[config.mk]
export PLATFORM = sky130hd
export DESIGN_NAME = irq_controller
export DESIGN_NICKNAME = d
export VERILOG_FILES = /design/src/irq_pkg.sv /design/src/bank_if.sv /design/src/irq_bank.sv /design/src/irq_enable_ctl.sv /design/src/irq_controller.sv
export VERILOG_INCLUDE_DIRS = /design/src
export SDC_FILE = /design/constraint.sdc
export NUM_CORES = 1
export LEC_CHECK = 0
export ABC_AREA = 1
export BUFFER_PORTS_ARGS = -buffer_cell sky130_fd_sc_hd__buf_4
export CORE_ASPECT_RATIO = 1.5
export CORE_UTILIZATION = 49
export DETAILED_ROUTE_END_ITERATION = 6
export GPL_TIMING_DRIVEN = 0
export PLACE_DENSITY_LB_ADDON = 0.08
export REMOVE_ABC_BUFFERS = 1
export SYNTH_ARGS = -nofsm -noshare
export SYNTH_HDL_FRONTEND = slang
export SYNTH_SLANG_ARGS = --single-unit
[constraint.sdc]
create_clock -name clock -period 1.4 [get_ports clock]
set_input_delay 0.14 -clock clock [delete_from_list [all_inputs] [get_ports clock]]
set_output_delay 0.14 -clock clock [all_outputs]
set_load 0.1 [all_outputs]
[src/irq_defines.svh]
// addresses, field positions, reset values and masks of the interrupt controller
// assumes a 32-bit byte-addressed register bus
// Behaviour
// [RQ1] normal request is OR of normal pending
// [RQ2] pending bit set when requesting and enabled
// [RQ3] no priority encoder, no vector
// [RQ4] raw status follows peripheral request, read-only
// [RQ5] enable 1 passes source, 0 masks
// [RQ6] enable register writes ones only
// [RQ7] enable-clear ones clear matching enables
// [RQ8] fast bank mirrors normal bank
// [RQ9] fast request ORs fast pending, feeds bit0
// [RQ10] fast and normal enables mutually exclusive
// [RQ11] source may be disabled in both
// [RQ12] programmed interrupts bypass enable masks
// [RQ13] config bit1 drives normal bit1
// [RQ14] config bit2 drives fast bit1
// [RQ15] peripheral holds request beyond latency
// [RQ16] raw status zero after reset
// [RQ17] fixed source bit positions
// [RQ18] bit1 ignored in enable registers
`ifndef IRQ_DEFINES_SVH
`define IRQ_DEFINES_SVH
`define NORMAL_PENDING_ADDR 32'hffff0000
`define NORMAL_RAW_ADDR 32'hffff0004
`define NORMAL_ENABLE_ADDR 32'hffff0008
`define NORMAL_CLEAR_ADDR 32'hffff000c
`define SWI_CONFIG_ADDR 32'hffff0010
`define FAST_PENDING_ADDR 32'hffff0100
`define FAST_RAW_ADDR 32'hffff0104
`define FAST_ENABLE_ADDR 32'hffff0108
`define FAST_CLEAR_ADDR 32'hffff010c
`define FOLD_BIT 0
`define SWI_BIT 1
`define SWI_NORMAL_POS 1
`define SWI_FAST_POS 2
`define SRC_VALID_MASK 32'h000f7ffc
`define REG_RESET 32'h00000000
`endif

[src/irq_pkg.sv]
// types shared by the interrupt controller modules
// constants live in irq_defines.svh
package irq_pkg;
	typedef enum logic [3:0] {
		SEL_NPEND, SEL_NRAW, SEL_NEN, SEL_NCLR, SEL_SWI,
		SEL_FPEND, SEL_FRAW, SEL_FEN, SEL_FCLR, SEL_NONE
	} reg_sel_type;
	typedef struct packed {
		logic [31:0] prdata;
		logic pready;
		logic pslverr;
		logic [1:0] software_interrupt_config;
		logic normal_req;
		logic fast_req;
	} top_state_type;
endpackage

[src/bank_if.sv]
// signals between the controller top and one interrupt bank
// the top drives inputs, the bank returns its registered status
`timescale 1ns/1ps
interface bank_if #(parameter int WIDTH = 32);
	logic [WIDTH-1:0] src;
	logic [WIDTH-1:0] enable;
	logic sw_bit;
	logic fold;
	logic [WIDTH-1:0] raw;
	logic [WIDTH-1:0] pending;
	modport bank (input src, enable, sw_bit, fold, output raw, pending);
	modport ctrl (output src, enable, sw_bit, fold, input raw, pending);
endinterface

[src/irq_bank.sv]
// one bank: raw source status and masked pending status, both registered
// assumes enable never holds bits 0 or 1
`timescale 1ns/1ps
`include "irq_defines.svh"
module irq_bank import irq_pkg::*; #(
	parameter int WIDTH = 32,
	parameter logic [WIDTH-1:0] SRC_MASK = `SRC_VALID_MASK
) (
	input wire logic clock, // core clock
	input wire logic srst, // sync reset, active high
	bank_if.bank bus // bank signals
);
	typedef struct packed {
		logic [WIDTH-1:0] raw;
		logic [WIDTH-1:0] pending;
	} bank_state_type;
	bank_state_type st_reg, st_next;

	always_comb begin
		st_next = st_reg;
		// [RQ4] raw follows sources
		st_next.raw = bus.src & SRC_MASK;
		// [RQ2] [RQ5] enabled requests pend
		st_next.pending = st_next.raw & bus.enable;
		// [RQ9] fast fold bit0
		st_next.raw[`FOLD_BIT] = bus.fold;
		st_next.pending[`FOLD_BIT] = bus.fold;
		// [RQ12] programmed bypasses mask
		st_next.raw[`SWI_BIT] = bus.sw_bit;
		st_next.pending[`SWI_BIT] = bus.sw_bit;
	end

	// [RQ16] status clears on reset
	always_ff @(posedge clock) begin
		if (srst) begin
			st_reg <= '0;
		end else begin
			st_reg <= st_next;
		end
	end

	assign bus.raw = st_reg.raw;
	assign bus.pending = st_reg.pending;
endmodule

[src/irq_enable_ctl.sv]
// normal and fast enable masks with set and clear write strobes
// strobes are one-cycle pulses, at most one per cycle
`timescale 1ns/1ps
`include "irq_defines.svh"
module irq_enable_ctl import irq_pkg::*; #(
	parameter int WIDTH = 32,
	parameter logic [WIDTH-1:0] WR_MASK = `SRC_VALID_MASK
) (
	input wire logic clock, // core clock
	input wire logic srst, // sync reset, active high
	input wire logic set_normal, // write to normal enable
	input wire logic clr_normal, // write to normal enable clear
	input wire logic set_fast, // write to fast enable
	input wire logic clr_fast, // write to fast enable clear
	input wire logic [WIDTH-1:0] wdata, // write data
	output logic [WIDTH-1:0] normal_en, // normal mask
	output logic [WIDTH-1:0] fast_en // fast mask
);
	typedef struct packed {
		logic [WIDTH-1:0] normal_en;
		logic [WIDTH-1:0] fast_en;
	} enable_state_type;
	enable_state_type st_reg, st_next;
	logic [WIDTH-1:0] w;

	// [RQ18] bit1 not writable
	assign w = wdata & WR_MASK;

	always_comb begin
		st_next = st_reg;
		if (set_normal) begin
			// [RQ6] ones set, [RQ10] exclusive
			st_next.normal_en = st_reg.normal_en | w;
			st_next.fast_en = st_reg.fast_en & ~w;
		end else if (set_fast) begin
			// [RQ10] exclusive masks
			st_next.fast_en = st_reg.fast_en | w;
			st_next.normal_en = st_reg.normal_en & ~w;
		end else if (clr_normal) begin
			// [RQ7] [RQ11] ones clear, both may be off
			st_next.normal_en = st_reg.normal_en & ~w;
		end else if (clr_fast) begin
			// [RQ7] ones clear
			st_next.fast_en = st_reg.fast_en & ~w;
		end
	end

	always_ff @(posedge clock) begin
		if (srst) begin
			st_reg <= '0;
		end else begin
			st_reg <= st_next;
		end
	end

	assign normal_en = st_reg.normal_en;
	assign fast_en = st_reg.fast_en;
endmodule

[src/irq_controller.sv]
// two-level interrupt controller top: APB slave, programmed interrupts,
// request outputs to the core
// assumes peripheral requests are synchronous levels on src_req
//
// Chosen here: the APB register port.
`timescale 1ns/1ps
`include "irq_defines.svh"
module irq_controller import irq_pkg::*; #(
	parameter int WIDTH = 32
) (
	input wire logic clock, // core clock, 20 MHz
	input wire logic srst, // sync reset, active high
	input wire logic psel, // apb select
	input wire logic penable, // apb access phase
	input wire logic pwrite, // apb direction
	input wire logic [31:0] paddr, // apb byte address
	input wire logic [31:0] pwdata, // apb write data
	output logic [31:0] prdata, // apb read data
	output logic pready, // apb ready
	output logic pslverr, // apb error, unmapped address
	input wire logic [WIDTH-1:0] src_req, // peripheral request levels
	output logic normal_req, // normal request to core
	output logic fast_req // fast request to core
);
	top_state_type st_reg, st_next;
	reg_sel_type sel;
	logic wr_en;
	logic [31:0] rd_data;
	logic [WIDTH-1:0] normal_en;
	logic [WIDTH-1:0] fast_en;
	localparam logic [WIDTH-1:0] SRC_MASK = WIDTH'(`SRC_VALID_MASK);

	bank_if #(.WIDTH(WIDTH)) n_if ();
	bank_if #(.WIDTH(WIDTH)) f_if ();

	// full 32-bit compare: aliases would hide software bugs
	function automatic reg_sel_type decode(input logic [31:0] a);
		if (a == `NORMAL_PENDING_ADDR) begin
			decode = SEL_NPEND;
		end else if (a == `NORMAL_RAW_ADDR) begin
			decode = SEL_NRAW;
		end else if (a == `NORMAL_ENABLE_ADDR) begin
			decode = SEL_NEN;
		end else if (a == `NORMAL_CLEAR_ADDR) begin
			decode = SEL_NCLR;
		end else if (a == `SWI_CONFIG_ADDR) begin
			decode = SEL_SWI;
		end else if (a == `FAST_PENDING_ADDR) begin
			decode = SEL_FPEND;
		end else if (a == `FAST_RAW_ADDR) begin
			decode = SEL_FRAW;
		end else if (a == `FAST_ENABLE_ADDR) begin
			decode = SEL_FEN;
		end else if (a == `FAST_CLEAR_ADDR) begin
			decode = SEL_FCLR;
		end else begin
			decode = SEL_NONE;
		end
	endfunction

	assign sel = decode(paddr);
	// writes land at the edge that completes the access phase
	assign wr_en = psel && penable && st_reg.pready && pwrite;

	// [RQ3] plain status words, software picks the source
	always_comb begin
		rd_data = `REG_RESET;
		case (sel)
			SEL_NPEND: rd_data = 32'(n_if.pending);
			SEL_NRAW: rd_data = 32'(n_if.raw);
			SEL_NEN: rd_data = 32'(normal_en);
			SEL_FPEND: rd_data = 32'(f_if.pending);
			SEL_FRAW: rd_data = 32'(f_if.raw);
			SEL_FEN: rd_data = 32'(fast_en);
			SEL_SWI: begin
				rd_data[`SWI_FAST_POS:`SWI_NORMAL_POS] = st_reg.software_interrupt_config;
			end
			default: rd_data = `REG_RESET;
		endcase
	end

	always_comb begin
		st_next = st_reg;
		st_next.pready = 1'b0;
		st_next.pslverr = 1'b0;
		// answer is prepared in the setup cycle so outputs stay registered
		if (psel && !penable) begin
			st_next.pready = 1'b1;
			st_next.pslverr = (sel == SEL_NONE);
			st_next.prdata = rd_data;
		end
		// [RQ13] [RQ14] programmed bits
		if (wr_en && sel == SEL_SWI) begin
			st_next.software_interrupt_config = pwdata[`SWI_FAST_POS:`SWI_NORMAL_POS];
		end
		// [RQ1] normal request OR
		st_next.normal_req = |n_if.pending;
		// [RQ9] fast request OR; bit0 is the fold itself, so it stays out
		st_next.fast_req = |f_if.pending[WIDTH-1:1];
	end

	always_ff @(posedge clock) begin
		if (srst) begin
			st_reg <= '0;
		end else begin
			st_reg <= st_next;
		end
	end

	// [RQ8] fast bank mirrors normal
	// [RQ17] bit n is source n in both banks
	assign n_if.src = src_req;
	assign f_if.src = src_req;
	assign n_if.enable = normal_en;
	assign f_if.enable = fast_en;
	assign n_if.sw_bit = st_reg.software_interrupt_config[0];
	assign f_if.sw_bit = st_reg.software_interrupt_config[1];
	// [RQ9] fold into bit0 of both
	assign n_if.fold = st_reg.fast_req;
	assign f_if.fold = st_reg.fast_req;

	irq_bank #(.WIDTH(WIDTH), .SRC_MASK(WIDTH'(`SRC_VALID_MASK))) u_normal (
		.clock(clock),
		.srst(srst),
		.bus(n_if)
	);

	irq_bank #(.WIDTH(WIDTH), .SRC_MASK(WIDTH'(`SRC_VALID_MASK))) u_fast (
		.clock(clock),
		.srst(srst),
		.bus(f_if)
	);

	irq_enable_ctl #(.WIDTH(WIDTH), .WR_MASK(WIDTH'(`SRC_VALID_MASK))) u_enable (
		.clock(clock),
		.srst(srst),
		.set_normal(wr_en && sel == SEL_NEN),
		.clr_normal(wr_en && sel == SEL_NCLR),
		.set_fast(wr_en && sel == SEL_FEN),
		.clr_fast(wr_en && sel == SEL_FCLR),
		.wdata(pwdata[WIDTH-1:0]),
		.normal_en(normal_en),
		.fast_en(fast_en)
	);

	assign prdata = st_reg.prdata;
	assign pready = st_reg.pready;
	assign pslverr = st_reg.pslverr;
	assign normal_req = st_reg.normal_req;
	assign fast_req = st_reg.fast_req;
endmodule

==> results.md <==
- The run finished, with violations left.
- The final reports fail on negative setup slack.
- The cell leakage power is 0.00366 uW.
- The cell row count is 48.
- The count of clock tree sinks is 113.
- The start-to-end type of the worst setup path is reg -> reg.
- The clock tree from TritonCTS is yes.
- The overall routed net length is 19500 um.
- The clock edge transition at the registers on the reported setup and hold paths is 0.05 ns.
- The vertical die dimension is 137 um.
- In this run the mean area of a mapped cell was 6.62 sq um.
- The final-report setup violation count is 35.
- The via total after detailed routing is 6409.
- Entering global routing, the biggest net connects 113 pins.
- The wire length per cell is 16.4 um.
- The critical path goes through nand2_2, nor3_4, buf_6, buf_4, inv_1, nor3_4, buf_4, clkbuf_16, nand2_1, a21oi_1.
- Once detailed placement completed, the half-perimeter wirelength came to 9930 um.
- The logic depth of the worst path, buffers included is 10.
- The TritonCTS buffer count is 17.
- The largest single stage delay on the critical path is 0.33 ns.
- After synthesis, flip-flops and latches occupy 38.3% of the total area.
- The total overflow left after global routing is 0.
- The number of cell instances on the worst register-to-register path is 10.
- The start of the worst register-to-register path is pready.
- The post-placement cell count is 1100.
- The actual slew at the worst max-slew pin is 1.26 ns.
- Of the cells placed in the final design, the portion with a size suffix greater than 1 is 25.1%.
- Once detail routing completed, the nets flagged for antenna violations numbered 0.
- The initial antenna violation count was 0.
- The synthesized cell area is 5910 sq um.
- The number of maximum-capacitance violations is 0.
- In the routed design, unresolved DRC markers number 0.
- The floorplan step defined a die boundary enclosing 12500 sq um.
- The final instance area is 8200 sq um.
- The area of the placeable core is 11700 sq um.
- The number of max-slew violations in the final report is 0.
- The number of port buffers is 94.
- STA classifies the critical path endpoint as a flop.
- The number of DRC markers after the initial detailed-route iteration is 463.
- The clock passes through at most 2 buffers.
- The final hold violation count is 0.
- The aggregate global-route resource usage is 30.1%.
- The kind of start point of the critical path is a flop.
- The count of buffering cells on the critical path with inverters included is 5.
- The net count of the finished layout is 1138.
- The final critical-path required period is 1.65 ns.
- The number of detailed-routing iterations run before antenna repair is 7.
- The data arrival time of the worst path is 1.97 ns.
- The largest driver fanout on the critical path is 8.
- Routability-driven placement finished with a final weighted congestion of 0.797.
- The worst hold path passes through 3 cells.
- The layout has 1035 filler cells.
- The number of warnings printed during yosys synthesis is 0.
- The count of state elements after synthesis is 113.
- Setup repair after global routing could not meet its margin everywhere.
- For this configuration, the core starts out at a cell density of 50.7%.
- The clock tree synthesis step divided the H-tree into 4 levels.
- Counting flops with a built-in enable in the synthesized netlist gives 0.
- Relative to the synthesized area, the layout overhead comes to 38.7%.
- In this run the tightest slew margin relative to its limit is 16.1%.
- The post-synthesis instance total is 893.
- The first global-routing pass estimated 28800 um of wire.
- The die is 91.7 um wide.
- Summing all placed instances gives a cell area of 6600 sq um.
- The number of diodes added for antenna fixing is 0.
- The post-route clock skew is 0.00459 ns.
- The final critical-path setup slack is -0.250 ns.
- Pin placement for this block handled 137 I/O pins.
- The worst-skew pair later-pin latency is 0.41 ns.
- At the end of the flow the core is filled with cells to 70.3%.
- VDD sags by at most 1070 uV.
- At the worst endpoint, the required time is 1.72 ns.
- The worst-path cell with the longest stage delay is dfxtp_2.
- In this run the worst setup path begins at pready.
- Using the TritonRoute via totals, the vias-per-cell ratio works out to 5.37.
- Of the available clock period, the critical path in the final layout requires 118%.
- Overall power consumption after layout is estimated at 7550 uW.
- In the synthesized netlist the dominant register cell turns out to be dfxtp_1.
- In the synthesized netlist the async set-or-reset flop fraction comes to 0%.
- Counting distinct cell types in the post-synthesis netlist gives 33.
- The finished layout holds 1193 standard cells, fillers aside.
- Broken down by cell family, the worst path's largest delay share belongs to buffers and inverters.
- CTS placed an instance of clkbuf_16 at the clock tree root.
- Hold timing on the final database bottoms out at a slack of 0.0126 ns.
- The maximum clock frequency is 606 MHz.
- The number of global-route vias before repair was 5764.
- Dividing total power by cell area gives a power density of 921 nW/um^2.
- The worst min-delay path category is in -> reg.
- The slack of the worst reg-to-reg path is -0.25 ns.
[cells in the mapped netlist (3+ instances only)]
master,count,area [sq um]
nor2_8,3,60.1
inv_2,13,48.8
o22ai_1,7,43.8
nor2_1,103,387
clkbuf_1,15,56.3
dfxtp_1,113,2260
o21ai_0,31,155
buf_2,11,55.1
nand3_1,101,505
a21oi_2,8,70.1
nor2_4,3,33.8
nand2_2,7,43.8
inv_1,100,375
nand4_1,3,18.8
nand2_1,264,991
nor4_1,6,37.5
a21oi_1,47,235
nor2_2,6,37.5
o22ai_2,10,125
buf_4,23,173
[worst min path at each step]
stage	startpoint	endpoint	slack, ns
2_1_floorplan	srst	flop	0.20
6_report	pwdata[7]	flop	0.01
5_1_grt	pwdata[13]	flop	0.02
3_3_place_gp	src_req[19]	u_normal.bus.raw[19]	0.36
3_5_place_dp	src_req[8]	u_normal.bus.raw[8]	0.36
4_1_cts	pwdata[7]	flop	0.005
[report_power, final]
part / switching, uW / internal [uW] / total [uW]
combinational: 430 / 216 / 646
clock: 1320 / 2310 / 3640
sequential: 14.6 / 3250 / 3270
[cell usage in the layout (no fill, tap or decap), types with 3 or more instances in the layout]
| master | n |
|---|---|
| nor2_4 | 12 |
| o21ai_0 | 8 |
| o21ai_1 | 20 |
| clkbuf_1 | 3 |
| nand3_2 | 3 |
| o22ai_4 | 6 |
| buf_12 | 9 |
| nand2_1 | 255 |
| inv_1 | 96 |
| o21ai_2 | 4 |
| nand3_1 | 97 |
| nand2_2 | 10 |
| conb_1 | 13 |
| clkbuf_8 | 3 |
| nor2_8 | 3 |
| nor2_2 | 3 |
| buf_4 | 114 |
| o22ai_2 | 8 |
| buf_6 | 9 |
| nand3_4 | 11 |
| dlygate4sd3_1 | 17 |
| o22ai_1 | 3 |
| nor2_1 | 98 |
| nand2_4 | 6 |
| inv_2 | 15 |
| a21oi_1 | 46 |
| nor4_1 | 5 |
| clkbuf_16 | 20 |
| dfxtp_1 | 112 |
| a21oi_2 | 9 |
| nand4_1 | 3 |
[routing by layer]
| layer | global-route usage (%) | vias up | share of wire, % |
|---|---|---|---|
| met2 | 51.8 | 312 | 49 |
| met1 | 35.0 | 2944 | 39 |
| met3 | 6.17 | 62 | 7.4 |
| met4 | 16.5 | 0 | 4.1 |
| li1 | - | 3091 | - |
| met5 | 0 | - | 0 |
[kinds of logic after synthesis]
group	share of synthesized area, %
compound gates	11.3
other cells	0.0635
simple gates	37.8
buf+inv	12.6
flops	38.3
[stage by stage]
step                      worst slack [ns]  setup TNS [ns]
after global placement               -2.89         -141.86
final                               -0.250           -6.44
after detailed placement             -1.69          -73.51
after floorplan                      -1.46          -67.99
after global routing                -0.300           -9.03
after CTS                           -0.173           -5.04
[cell type report]
cell class	instances	area (sq um)	share of cell area [%]
clock inverters	2	10.0	0.122
multi-input cells	635	3350	40.8
well taps	150	188	2.29
flip-flops and latches	113	2260	27.6
clock buffers	23	478	5.83
repair inverters	1	7.51	0.0916
inverters	113	435	5.31
repair buffers	156	1470	17.9
[tightest hold or removal path, delay by kind of cell]
family	cells	cell delay, ns
compound gates	1	0.05
buf+inv	1	0.12
simple gates	1	0.06
[repair_timing]
item | in CTS | in global routing
endpoints found under the hold margin | 50 | 0
endpoints found under the setup margin | 57 | 57
pin swaps | 17 | 17
gates resized for setup | 56 | 58
gates cloned | 9 | 4
buffers inserted | 29 | 11
hold buffers | 17 | 0
Note: power is estimated with default switching activity, not from simulation.
